`config.mk`:
```
export PLATFORM = sky130hd
export DESIGN_NAME = eam_merit_regs
export DESIGN_NICKNAME = d
export VERILOG_FILES = /design/src/eam_merit_calc.v /design/src/eam_merit_regs.v
export VERILOG_INCLUDE_DIRS = /design/src
export SDC_FILE = /design/constraint.sdc
export NUM_CORES = 1
export LEC_CHECK = 0
export BUFFER_PORTS_ARGS = -buffer_cell sky130_fd_sc_hd__buf_4
export CAP_MARGIN = 20
export CORE_MARGIN = 5
export CORE_UTILIZATION = 35
export DETAILED_ROUTE_END_ITERATION = 16
export GPL_TIMING_DRIVEN = 1
export SYNTH_ARGS = -nofsm -noshare
export SYNTH_HDL_FRONTEND = slang
export SYNTH_SLANG_ARGS = --single-unit
```
`constraint.sdc`:
```
create_clock -name core_clk_in -period 12.5 [get_ports core_clk_in]
set_input_delay 0.625 -clock core_clk_in [delete_from_list [all_inputs] [get_ports core_clk_in]]
set_output_delay 0.625 -clock core_clk_in [all_outputs]
set_load 0.02 [all_outputs]
```
`src/eam_merit_map.vh`:
```
// register offsets, field positions, reset values and the behaviour list for the merit register slice
// Behaviour
// - merit is min of (horiz - B)*A/127 and (vert - C)*(128-A)/127; B at 0x6c resets 0
// - vertical offset term C sits at 0x6d, 8 bits, resets 0, loadable from config memory
// - bit 7 of alternate_merit_enables selects the alternate merit for linear equalizer adaptation
// - bit 6 of alternate_merit_enables selects the alternate merit for feedback equalizer adaptation
// - look-beyond count in linear_eq_look_beyond bits 2:0, writable, resets to 3'b011
// - tap 1 result read-only: polarity bit 5, weight bits 4:0, writes ignored
// - taps 2 to 5 read-only: polarity bit 4, weight bits 3:0, own registers
// - weighting term A at 0x6b, 8 bits writable, resets to 8'h40
`ifndef EAM_MERIT_MAP_VH
`define EAM_MERIT_MAP_VH
`define EAM_OFS_TERM_A 8'h6b
`define EAM_OFS_TERM_B 8'h6c
`define EAM_OFS_TERM_C 8'h6d
`define EAM_OFS_ALT_EN 8'h6e
`define EAM_OFS_SPARE 8'h6f
`define EAM_OFS_LOOK 8'h70
`define EAM_OFS_TAP1 8'h71
`define EAM_OFS_TAP2 8'h72
`define EAM_OFS_TAP3 8'h73
`define EAM_OFS_TAP4 8'h74
`define EAM_OFS_TAP5 8'h75
`define EAM_RST_TERM_A 8'h40
`define EAM_RST_TERM_B 8'h00
`define EAM_RST_TERM_C 8'h00
`define EAM_RST_ALT_EN 2'h0
`define EAM_RST_LOOK 3'h3
`define EAM_BIT_ALT_LIN 7
`define EAM_BIT_ALT_FB 6
`define EAM_MERIT_DIV 8'h7f
`define EAM_MERIT_FULL 8'h80
`endif

```
`src/eam_merit_calc.v`:
```
// figure of merit arithmetic from eye openings and weighting terms
`timescale 1ns/100ps
`default_nettype none
`include "eam_merit_map.vh"
module eam_merit_calc (
   input wire core_clk_in,
   input wire sys_rst_in,
   input wire [7:0] horizontal_eye_opening_in,
   input wire [7:0] vertical_eye_opening_in,
   input wire [7:0] term_a_in,
   input wire [7:0] term_b_in,
   input wire [7:0] term_c_in,
   output reg [7:0] adaptation_merit_out
);
   reg [7:0] adaptation_merit_ff;
   reg [7:0] nxt_adaptation_merit;
   reg [8:0] h_diff;
   reg [8:0] v_diff;
   reg [16:0] h_prod;
   reg [16:0] v_prod;
   reg [16:0] h_term;
   reg [16:0] v_term;
   // opening minus offset, floored at zero so a large offset cannot wrap
   function [7:0] sat_sub;
      input [7:0] val;
      input [7:0] ofs;
      begin
         sat_sub = (val > ofs) ? (val - ofs) : 8'h00;
      end
   endfunction
   // merit = min of both weighted openings, each scaled by 1/127
   always @* begin
      h_diff = {1'b0, sat_sub(horizontal_eye_opening_in, term_b_in)};
      v_diff = {1'b0, sat_sub(vertical_eye_opening_in, term_c_in)};
      h_prod = h_diff * {1'b0, term_a_in};
      v_prod = v_diff * ({1'b0, `EAM_MERIT_FULL} - {1'b0, term_a_in});
      h_term = h_prod / {9'h000, `EAM_MERIT_DIV};
      v_term = v_prod / {9'h000, `EAM_MERIT_DIV};
      // a above 128 makes the vertical weight wrap; such a term counts as zero
      if (term_a_in > `EAM_MERIT_FULL) begin
         v_term = 17'h00000;
      end
      if (h_term < v_term) begin
         nxt_adaptation_merit = (h_term > 17'h000ff) ? 8'hff : h_term[7:0];
      end else begin
         nxt_adaptation_merit = (v_term > 17'h000ff) ? 8'hff : v_term[7:0];
      end
   end
   // registered result keeps the divider path off the engine's timing
   always @(posedge core_clk_in or posedge sys_rst_in) begin
      if (sys_rst_in) begin
         adaptation_merit_ff <= 8'h00;
      end else begin
         adaptation_merit_ff <= nxt_adaptation_merit;
      end
   end
   always @* begin
      adaptation_merit_out = adaptation_merit_ff;
   end
endmodule
`default_nettype wire

```
`src/eam_merit_regs.v`:
```
// per-channel merit weighting, alternate merit enables, look-beyond count and tap results
`timescale 1ns/100ps
`default_nettype none
`include "eam_merit_map.vh"
module eam_merit_regs (
   input wire core_clk_in,
   input wire sys_rst_in,
   input wire reg_wr_in,
   input wire reg_rd_in,
   input wire [7:0] reg_addr_in,
   input wire [7:0] reg_wdata_in,
   output reg [7:0] reg_rdata_out,
   output wire reg_hit_out,
   input wire cfg_load_in,
   input wire [7:0] cfg_addr_in,
   input wire [7:0] cfg_data_in,
   input wire [7:0] horizontal_eye_opening_in,
   input wire [7:0] vertical_eye_opening_in,
   input wire linear_equalizer_adapting_in,
   input wire feedback_equalizer_adapting_in,
   input wire tap_update_in,
   input wire [5:0] tap1_result_in,
   input wire [19:0] taps2to5_result_in,
   output wire [7:0] adaptation_merit_out,
   output wire use_alt_merit_out,
   output wire [2:0] look_beyond_count_out,
   output wire [7:0] term_a_out,
   output wire [7:0] term_b_out,
   output wire [7:0] term_c_out
);
   reg [7:0] term_a_ff;
   reg [7:0] term_b_ff;
   reg [7:0] term_c_ff;
   reg [1:0] alt_en_ff;
   reg [2:0] look_ff;
   reg [5:0] tap1_ff;
   reg [19:0] taps_ff;
   reg [7:0] rdata_ff;
   reg [7:0] nxt_rdata;
   reg hit;
   wire wr_a;
   wire wr_b;
   wire wr_c;
   wire wr_alt;
   wire wr_look;
   // config memory load and host write share one write path; host wins a tie
   function wr_sel;
      input [7:0] ofs;
      begin
         wr_sel = (reg_wr_in && reg_addr_in == ofs) || (!reg_wr_in && cfg_load_in && cfg_addr_in == ofs);
      end
   endfunction
   wire [7:0] wsrc = reg_wr_in ? reg_wdata_in : cfg_data_in;
   assign wr_a = wr_sel(`EAM_OFS_TERM_A);
   assign wr_b = wr_sel(`EAM_OFS_TERM_B);
   assign wr_c = wr_sel(`EAM_OFS_TERM_C);
   assign wr_alt = wr_sel(`EAM_OFS_ALT_EN);
   // look-beyond is not held in config memory, so host only
   assign wr_look = reg_wr_in && reg_addr_in == `EAM_OFS_LOOK;
   // writable fields; reserved bits are not stored at all
   always @(posedge core_clk_in or posedge sys_rst_in) begin
      if (sys_rst_in) begin
         term_a_ff <= `EAM_RST_TERM_A;
         term_b_ff <= `EAM_RST_TERM_B;
         term_c_ff <= `EAM_RST_TERM_C;
         alt_en_ff <= `EAM_RST_ALT_EN;
         look_ff <= `EAM_RST_LOOK;
      end else begin
         if (wr_a) begin
            term_a_ff <= wsrc;
         end
         if (wr_b) begin
            term_b_ff <= wsrc;
         end
         if (wr_c) begin
            term_c_ff <= wsrc;
         end
         if (wr_alt) begin
            alt_en_ff <= {wsrc[`EAM_BIT_ALT_LIN], wsrc[`EAM_BIT_ALT_FB]};
         end
         if (wr_look) begin
            look_ff <= reg_wdata_in[2:0];
         end
      end
   end
   // tap results come only from the adaptation engine; bus writes never reach them
   always @(posedge core_clk_in or posedge sys_rst_in) begin
      if (sys_rst_in) begin
         tap1_ff <= 6'h00;
         taps_ff <= 20'h00000;
      end else if (tap_update_in) begin
         tap1_ff <= tap1_result_in;
         taps_ff <= taps2to5_result_in;
      end
   end
   // read decode; spare and reserved bits read as zero, their reset value
   always @* begin
      nxt_rdata = 8'h00;
      hit = 1'b1;
      case (reg_addr_in)
         `EAM_OFS_TERM_A: nxt_rdata = term_a_ff;
         `EAM_OFS_TERM_B: nxt_rdata = term_b_ff;
         `EAM_OFS_TERM_C: nxt_rdata = term_c_ff;
         `EAM_OFS_ALT_EN: nxt_rdata = {alt_en_ff, 6'h00};
         `EAM_OFS_SPARE: nxt_rdata = 8'h00;
         `EAM_OFS_LOOK: nxt_rdata = {5'h00, look_ff};
         `EAM_OFS_TAP1: nxt_rdata = {2'h0, tap1_ff};
         `EAM_OFS_TAP2: nxt_rdata = {3'h0, taps_ff[4:0]};
         `EAM_OFS_TAP3: nxt_rdata = {3'h0, taps_ff[9:5]};
         `EAM_OFS_TAP4: nxt_rdata = {3'h0, taps_ff[14:10]};
         `EAM_OFS_TAP5: nxt_rdata = {3'h0, taps_ff[19:15]};
         default: hit = 1'b0;
      endcase
   end
   // read data registered one cycle after the strobe
   always @(posedge core_clk_in or posedge sys_rst_in) begin
      if (sys_rst_in) begin
         rdata_ff <= 8'h00;
      end else if (reg_rd_in) begin
         rdata_ff <= nxt_rdata;
      end
   end
   always @* begin
      reg_rdata_out = rdata_ff;
   end
   assign reg_hit_out = hit;
   // alternate merit chosen per equalizer stage currently adapting
   assign use_alt_merit_out = (linear_equalizer_adapting_in && alt_en_ff[1])
                            || (feedback_equalizer_adapting_in && alt_en_ff[0]);
   assign look_beyond_count_out = look_ff;
   assign term_a_out = term_a_ff;
   assign term_b_out = term_b_ff;
   assign term_c_out = term_c_ff;
   eam_merit_calc u_calc (
      .core_clk_in(core_clk_in),
      .sys_rst_in(sys_rst_in),
      .horizontal_eye_opening_in(horizontal_eye_opening_in),
      .vertical_eye_opening_in(vertical_eye_opening_in),
      .term_a_in(term_a_ff),
      .term_b_in(term_b_ff),
      .term_c_in(term_c_ff),
      .adaptation_merit_out(adaptation_merit_out)
   );
endmodule
`default_nettype wire

```
### After elaboration in Yosys (flattened, before gate mapping)

Cells that the tools add are included.

| cells by class | value |
|---|---|
| reductions and logical operators | 19 |
| $add $sub $neg | 3 |
| mux-type cells | 9 |
| magnitude comparators | 6 |
| div/mod/pow operators | 2 |
| equality and inequality tests | 15 |
| multipliers | 2 |

Operator list:

| cell | number |
|---|---|
| $eq 8x7->1 const B | 15 |
| $pmux 8 s10 | 1 |
| $mux 8 | 6 |
| $gt 17x8->1 const B | 2 |
| $div 16x7->17 const B | 1 |
| $div 17x7->17 const B | 1 |
| $lt 17x17->1 | 1 |
| $mul 8x17->17 | 1 |
| $mux 17 | 1 |
| $gt 8x8->1 | 2 |
| $mul 8x8->16 | 1 |
| $sub 8x8->8 | 2 |
| $logic_and 1x1->1 | 12 |
| $reduce_or 11->1 | 1 |
| $sub 8x8->9 const A | 1 |
| $gt 8x8->1 const B | 1 |
| $logic_or 1x1->1 | 5 |
| $logic_not 1->1 | 1 |
| $mux 1 | 1 |

| word-level totals | value |
|---|---|
| logic and storage cells | 65 |
| bits of input ports | 82 |
| bits in registers | 71 |

### Depth between registers and ports, before layout

| depth | value |
|---|---|
| word-level depth | 8 |
| gate-level depth with buffers | 70 |
| depth with buffers taken out | 63 |

### Cells and area by module

From an unflattened synthesis, not the netlist that was laid out.

| unflattened totals | value |
|---|---|
| cells, all modules | 1709 |
| area, all modules | 14146.1 um^2 |

Modules (own cells, without submodules):

| module | cells an instance | area an instance (um^2) | times used |
|---|---|---|---|
| eam_merit_calc | 1459 | 10923.0 | 1 |
| eam_merit_regs | 250 | 3223.1 | 1 |

### Least setup slack after synthesis

Ideal clock, no wire load.

| timing | value |
|---|---|
| path kind | input-to-reg |
| start point | input port vertical_eye_opening_in[0] |
| end point | register u_calc.adaptation_merit_ff[2], in the netlist u_calc.adaptation_merit_out[2] |
| setup slack | -1.612 ns |
| required time | 12.396 ns |
| stages | 64 |
| data arrival time | 14.009 ns |
| cell sequence | inv_1 > ha_1 > fa_1 > nor2b_1 > o21ai_0 > nand2b_1 > a21o_1 > a21o_1 > a21o_1 > a21oi_1 > nor2_1 > clkbuf_1 > nand2_1 > or2_2 > fa_1 > fa_1 > inv_1 > fa_1 > [28 not listed] > ha_1 > a21o_1 > a21oi_1 > nor2b_1 > o21ai_0 > nand2b_1 > a21oi_1 > nor2b_1 > o21ai_0 > nand2b_1 > a21oi_1 > inv_1 > a41oi_1 > a21o_1 > a21oi_1 > nand2_1 > a21oi_2 > a221oi_1 |

| between the ends | value |
|---|---|
| longest elaborated chain between the ends | 8 |
| elaborated cells between the ends (all ways) | 10 |

RTL lines:

| item | line | RTL |
|---|---|---|
| from (decl) | eam_merit_regs.v:18 | `input wire [7:0] vertical_eye_opening_in,` |
| $sub 8x8->8 / $gt 8x8->1 (equally long branches) | eam_merit_calc.v:28 | `sat_sub = (val > ofs) ? (val - ofs) : 8'h00;` |
| $mux 8 (*) | eam_merit_calc.v:28 |  |
| $mul 8x17->17 (*) | eam_merit_calc.v:36 | `` v_prod = v_diff * ({1'b0, `EAM_MERIT_FULL} - {1'b0, term_a_in}); `` |
| $div 17x7->17 (*) | eam_merit_calc.v:38 | `` v_term = v_prod / {9'h000, `EAM_MERIT_DIV}; `` |
| $mux 17 (*) | eam_merit_calc.v:40 | `` if (term_a_in > `EAM_MERIT_FULL) begin `` |
| $gt 17x8->1 | eam_merit_calc.v:46 | `nxt_adaptation_merit = (v_term > 17'h000ff) ? 8'hff : v_term[7:0];` |
| $mux 8 | eam_merit_calc.v:46 |  |
| $mux 8 (*) | eam_merit_calc.v:43 | `if (h_term < v_term) begin` |
| net u_calc.nxt_adaptation_merit[2] | eam_merit_calc.v:16 | `reg [7:0] nxt_adaptation_merit;` |
| to (signal assigned) | eam_merit_calc.v:54 | `adaptation_merit_ff <= nxt_adaptation_merit;` |
| to (decl) | eam_merit_calc.v:15 | `reg [7:0] adaptation_merit_ff;` |

The timed path passes the listed nets; every way through them passes the cells marked *.
A chain may end at the register's enable or synchronous reset.

### Worst setup path in the final report

| timing | value |
|---|---|
| start point | register term_c_ff[0], in the netlist term_c_out[0] |
| end point | register u_calc.adaptation_merit_ff[6], in the netlist u_calc.adaptation_merit_out[6] |

| between the ends | value |
|---|---|
| longest elaborated chain between the ends | 8 |
| elaborated cells between the ends (all ways) | 10 |

RTL lines:

| item | line | RTL |
|---|---|---|
| from (decl) | eam_merit_regs.v:33 | `reg [7:0] term_c_ff;` |
| from (signal assigned) | eam_merit_regs.v:65 | `` term_c_ff <= `EAM_RST_TERM_C; `` |
| from (signal assigned) | eam_merit_regs.v:76 | `term_c_ff <= wsrc;` |
| $sub 8x8->8 / $gt 8x8->1 (equally long branches) | eam_merit_calc.v:28 |  |
| $mux 8 (*) | eam_merit_calc.v:28 |  |
| $mul 8x17->17 (*) | eam_merit_calc.v:36 |  |
| $div 17x7->17 (*) | eam_merit_calc.v:38 |  |
| $mux 17 (*) | eam_merit_calc.v:40 |  |
| $gt 17x8->1 | eam_merit_calc.v:46 |  |
| $mux 8 | eam_merit_calc.v:46 |  |
| $mux 8 (*) | eam_merit_calc.v:43 |  |
| net u_calc.nxt_adaptation_merit[6] | eam_merit_calc.v:16 |  |

Marked as above.

==> run metrics <==
wire per inst 15.96 µm; cell area power density 270.8 mW/mm²; die footprint 0.04314 mm²; die width 207.7 µm; crit share post-route 1.048; EDFF count, synth 0; Leakage 9.795 nW; CTS tree yes; Cell Area, Synth 0.01368 mm²; max_slew headroom 0.3718; Vias 15040; worst hold slack 0.4989 ns; syn_area_per_cell 8.134 µm²; R2R Setup Slk -0.59 ns; Layout Nets 2618; Clk Latency, worst-skew pair 0.36 ns; status complete, but fails checks; # H-tree levels 3; Async S/R FF share, synth 1.000; Yosys reg bits 71; unrepaired setup endpoints after global routing yes; Yosys warnings 0; post-cts hold buffer count 0; Netlist cell types 114; Main synth FF type dfrtp_1; failing checks negative setup slack; Num CTS Buffers 9; largest net degree at the start of global routing 72; Worst Path Max Fanout 7; antenna-violating nets left 0; final WL 45.83 mm; Design Area, Final 0.02058 mm²; most frequent cells in the layout buf_4, inv_1, nand2_1; TritonCTS Sinks 71; max_cap viols 0; Fillers 3576; drc violations 0; Seq/Total Area, Yosys 0.1301; Gate Count Post-Synth 1682; CP Data Required Time 12.69 ns; CP endpoint kind flop; crit path launch type flop; final slew viol count 0; Reg clk slew, reported paths 0.09 ns; post-route setup slack -0.5947 ns; I/O pin cnt 127; Core Rows 72; Least-Margin Pin Slew 0.9423 ns; cell repeated most along the worst path buf_4; via count of the first global-routing pass 15370; vias per std cell 5.239; layout cell share with drive strength beyond 1 0.4139; Core ar. 0.03865 mm²; syn_nets 1952; Clock Skews 0.02175 ns; total gr overflow 0; WS Path Type flop to flop; Tmin final 13.09 ns; Fin Setup TNS -4.572 ns; Final setup viols 8; initial antenna violation count 0; ANT cells 0; drt first pass iters 5; commonest non-fill, non-tap cell in the layout buf_4; Die H 207.7 µm; initial DRC count 786; first-pass GRT wire length 75.36 mm; maximum buffer depth of the clock tree 2; Starting Density 0.3540; I/O Buffers 126; hpwl dp 38.47 mm; Hold Crit Class input port to flop; Area growth, synth to finish 50.46%; CTS root buf clkbuf_16; Cell Area, Placed 0.01955 mm²; routability cong. 0.9173; VDD IR max 0.2694 mV; Fmax 0.07637 GHz; arrival time worst endpoint 13.28 ns; Final Hold Viols 0; Tot GR Track Use 0.2043; CP max-delay cell or4_4; crit-path max cell delay 0.58 ns
==> routing by layer <==
layer	vias up	part of all wire	track usage
met5	-	0	0
met4	0	0.021	0.04485
met3	59	0.058	0.03748
met2	390	0.47	0.3496
met1	7184	0.45	0.2705
li1	7407	-	-
==> worst max-delay path, delay by kind of cell, from the launching register on <==
kind            cells  cell delay, ns
mux                 1            0.15
xor+xnor            1            0.18
buf+inv            11            1.36
fa+ha+maj           8            3.03
compound gates     26            4.34
flops               1            0.41
simple gates       17            3.43
==> path summary, 6_finish.rpt <==
kind | startpoint | end | cells after the start
max | term_c_out[0] | u_calc.adaptation_merit_out[6] | 64
min | taps2to5_result_in[11] | taps_ff[11] | 2
max reg2reg | term_c_out[0] | u_calc.adaptation_merit_out[6] | 64
min reg2reg | taps_ff[0] | taps_ff[0] | 1
max in group asynchronous | sys_rst_in | u_calc.adaptation_merit_out[5] | 3
min in group asynchronous | sys_rst_in | taps_ff[17] | 3
==> final cells by class <==
class                      count  area (µm²)  area share
clock inverter                 7       73.82    0.003586
inverter                     175       669.4     0.03252
multi-input combinational   1381       11810      0.5737
tap                          518       648.1     0.03149
clock buffer                   9       225.2     0.01094
timing repair buffer         710        5378      0.2613
sequential                    71        1780     0.08650
==> where the power goes <==
part / total, mW / leakage [nW] / internal (mW) / switching [mW]
sequential: 0.267 / 0.871 / 0.253 / 0.0142
combinational: 5.03 / 8.78 / 2.44 / 2.60
clock: 0.274 / 0.147 / 0.142 / 0.132
==> Yosys cell counts, types with 23 or more instances <==
master,instances,area share
a21o_1,29,0.016
a21oi_1,78,0.029
and2_1,27,0.012
and3_1,33,0.015
clkbuf_1,42,0.012
dfrtp_1,68,0.12
fa_1,99,0.14
ha_1,89,0.081
inv_1,175,0.048
mux2_2,58,0.048
mux2i_1,35,0.026
nand2_1,145,0.040
nand2b_1,24,0.011
nand3_1,33,0.012
nor2_1,149,0.041
nor3_1,42,0.015
o21ai_0,70,0.026
or2_2,23,0.011
xnor2_1,46,0.029
==> kinds of logic (layout without fill, tap and decap cells) <==
| logic type | after synthesis | after routing | share of synthesized area |
|---|---|---|---|
| multiplexers | 94 | 94 | 0.07417 |
| adder cells (fa/ha/maj) | 189 | 189 | 0.2270 |
| XOR/XNOR | 69 | 69 | 0.04518 |
| AND/OR/NAND/NOR | 598 | 598 | 0.2263 |
| flip-flops | 71 | 71 | 0.1301 |
| buffers and inverters | 230 | 901 | 0.06448 |
| AO/OA/AOI/OAI | 431 | 431 | 0.2328 |
==> through the flow <==
stage                       util  std cells  setup WS (ns)  power (mW)
final                     0.5326       2871        -0.5947       5.575
after global routing      0.5326       2871         -1.381       6.004
after CTS                 0.5256       2866        -0.5974       5.370
after detailed placement  0.5059       2836         -1.480       4.796
after global placement    0.5059       2836         -1.304       4.745
after floorplan                -       1682        -0.6332       2.771
==> repair_timing <==
action / CTS / global route
resized for setup: 74 / 47
endpoints found under the setup margin: 8 / 8
gates cloned: 1 / 0
buffers inserted: 13 / 4
pin swaps: 30 / 16
==> flip-flops by register name, indices dropped and copies added, names as in the netlist, 3 cells and up <==
register and count:
look_beyond_count_out 3, reg_rdata_out 8, tap1_ff 6, taps_ff 20
term_a_out 8, term_b_out 8, term_c_out 8, u_calc.adaptation_merit_out 8
Power figures use the tool's default switching activity.
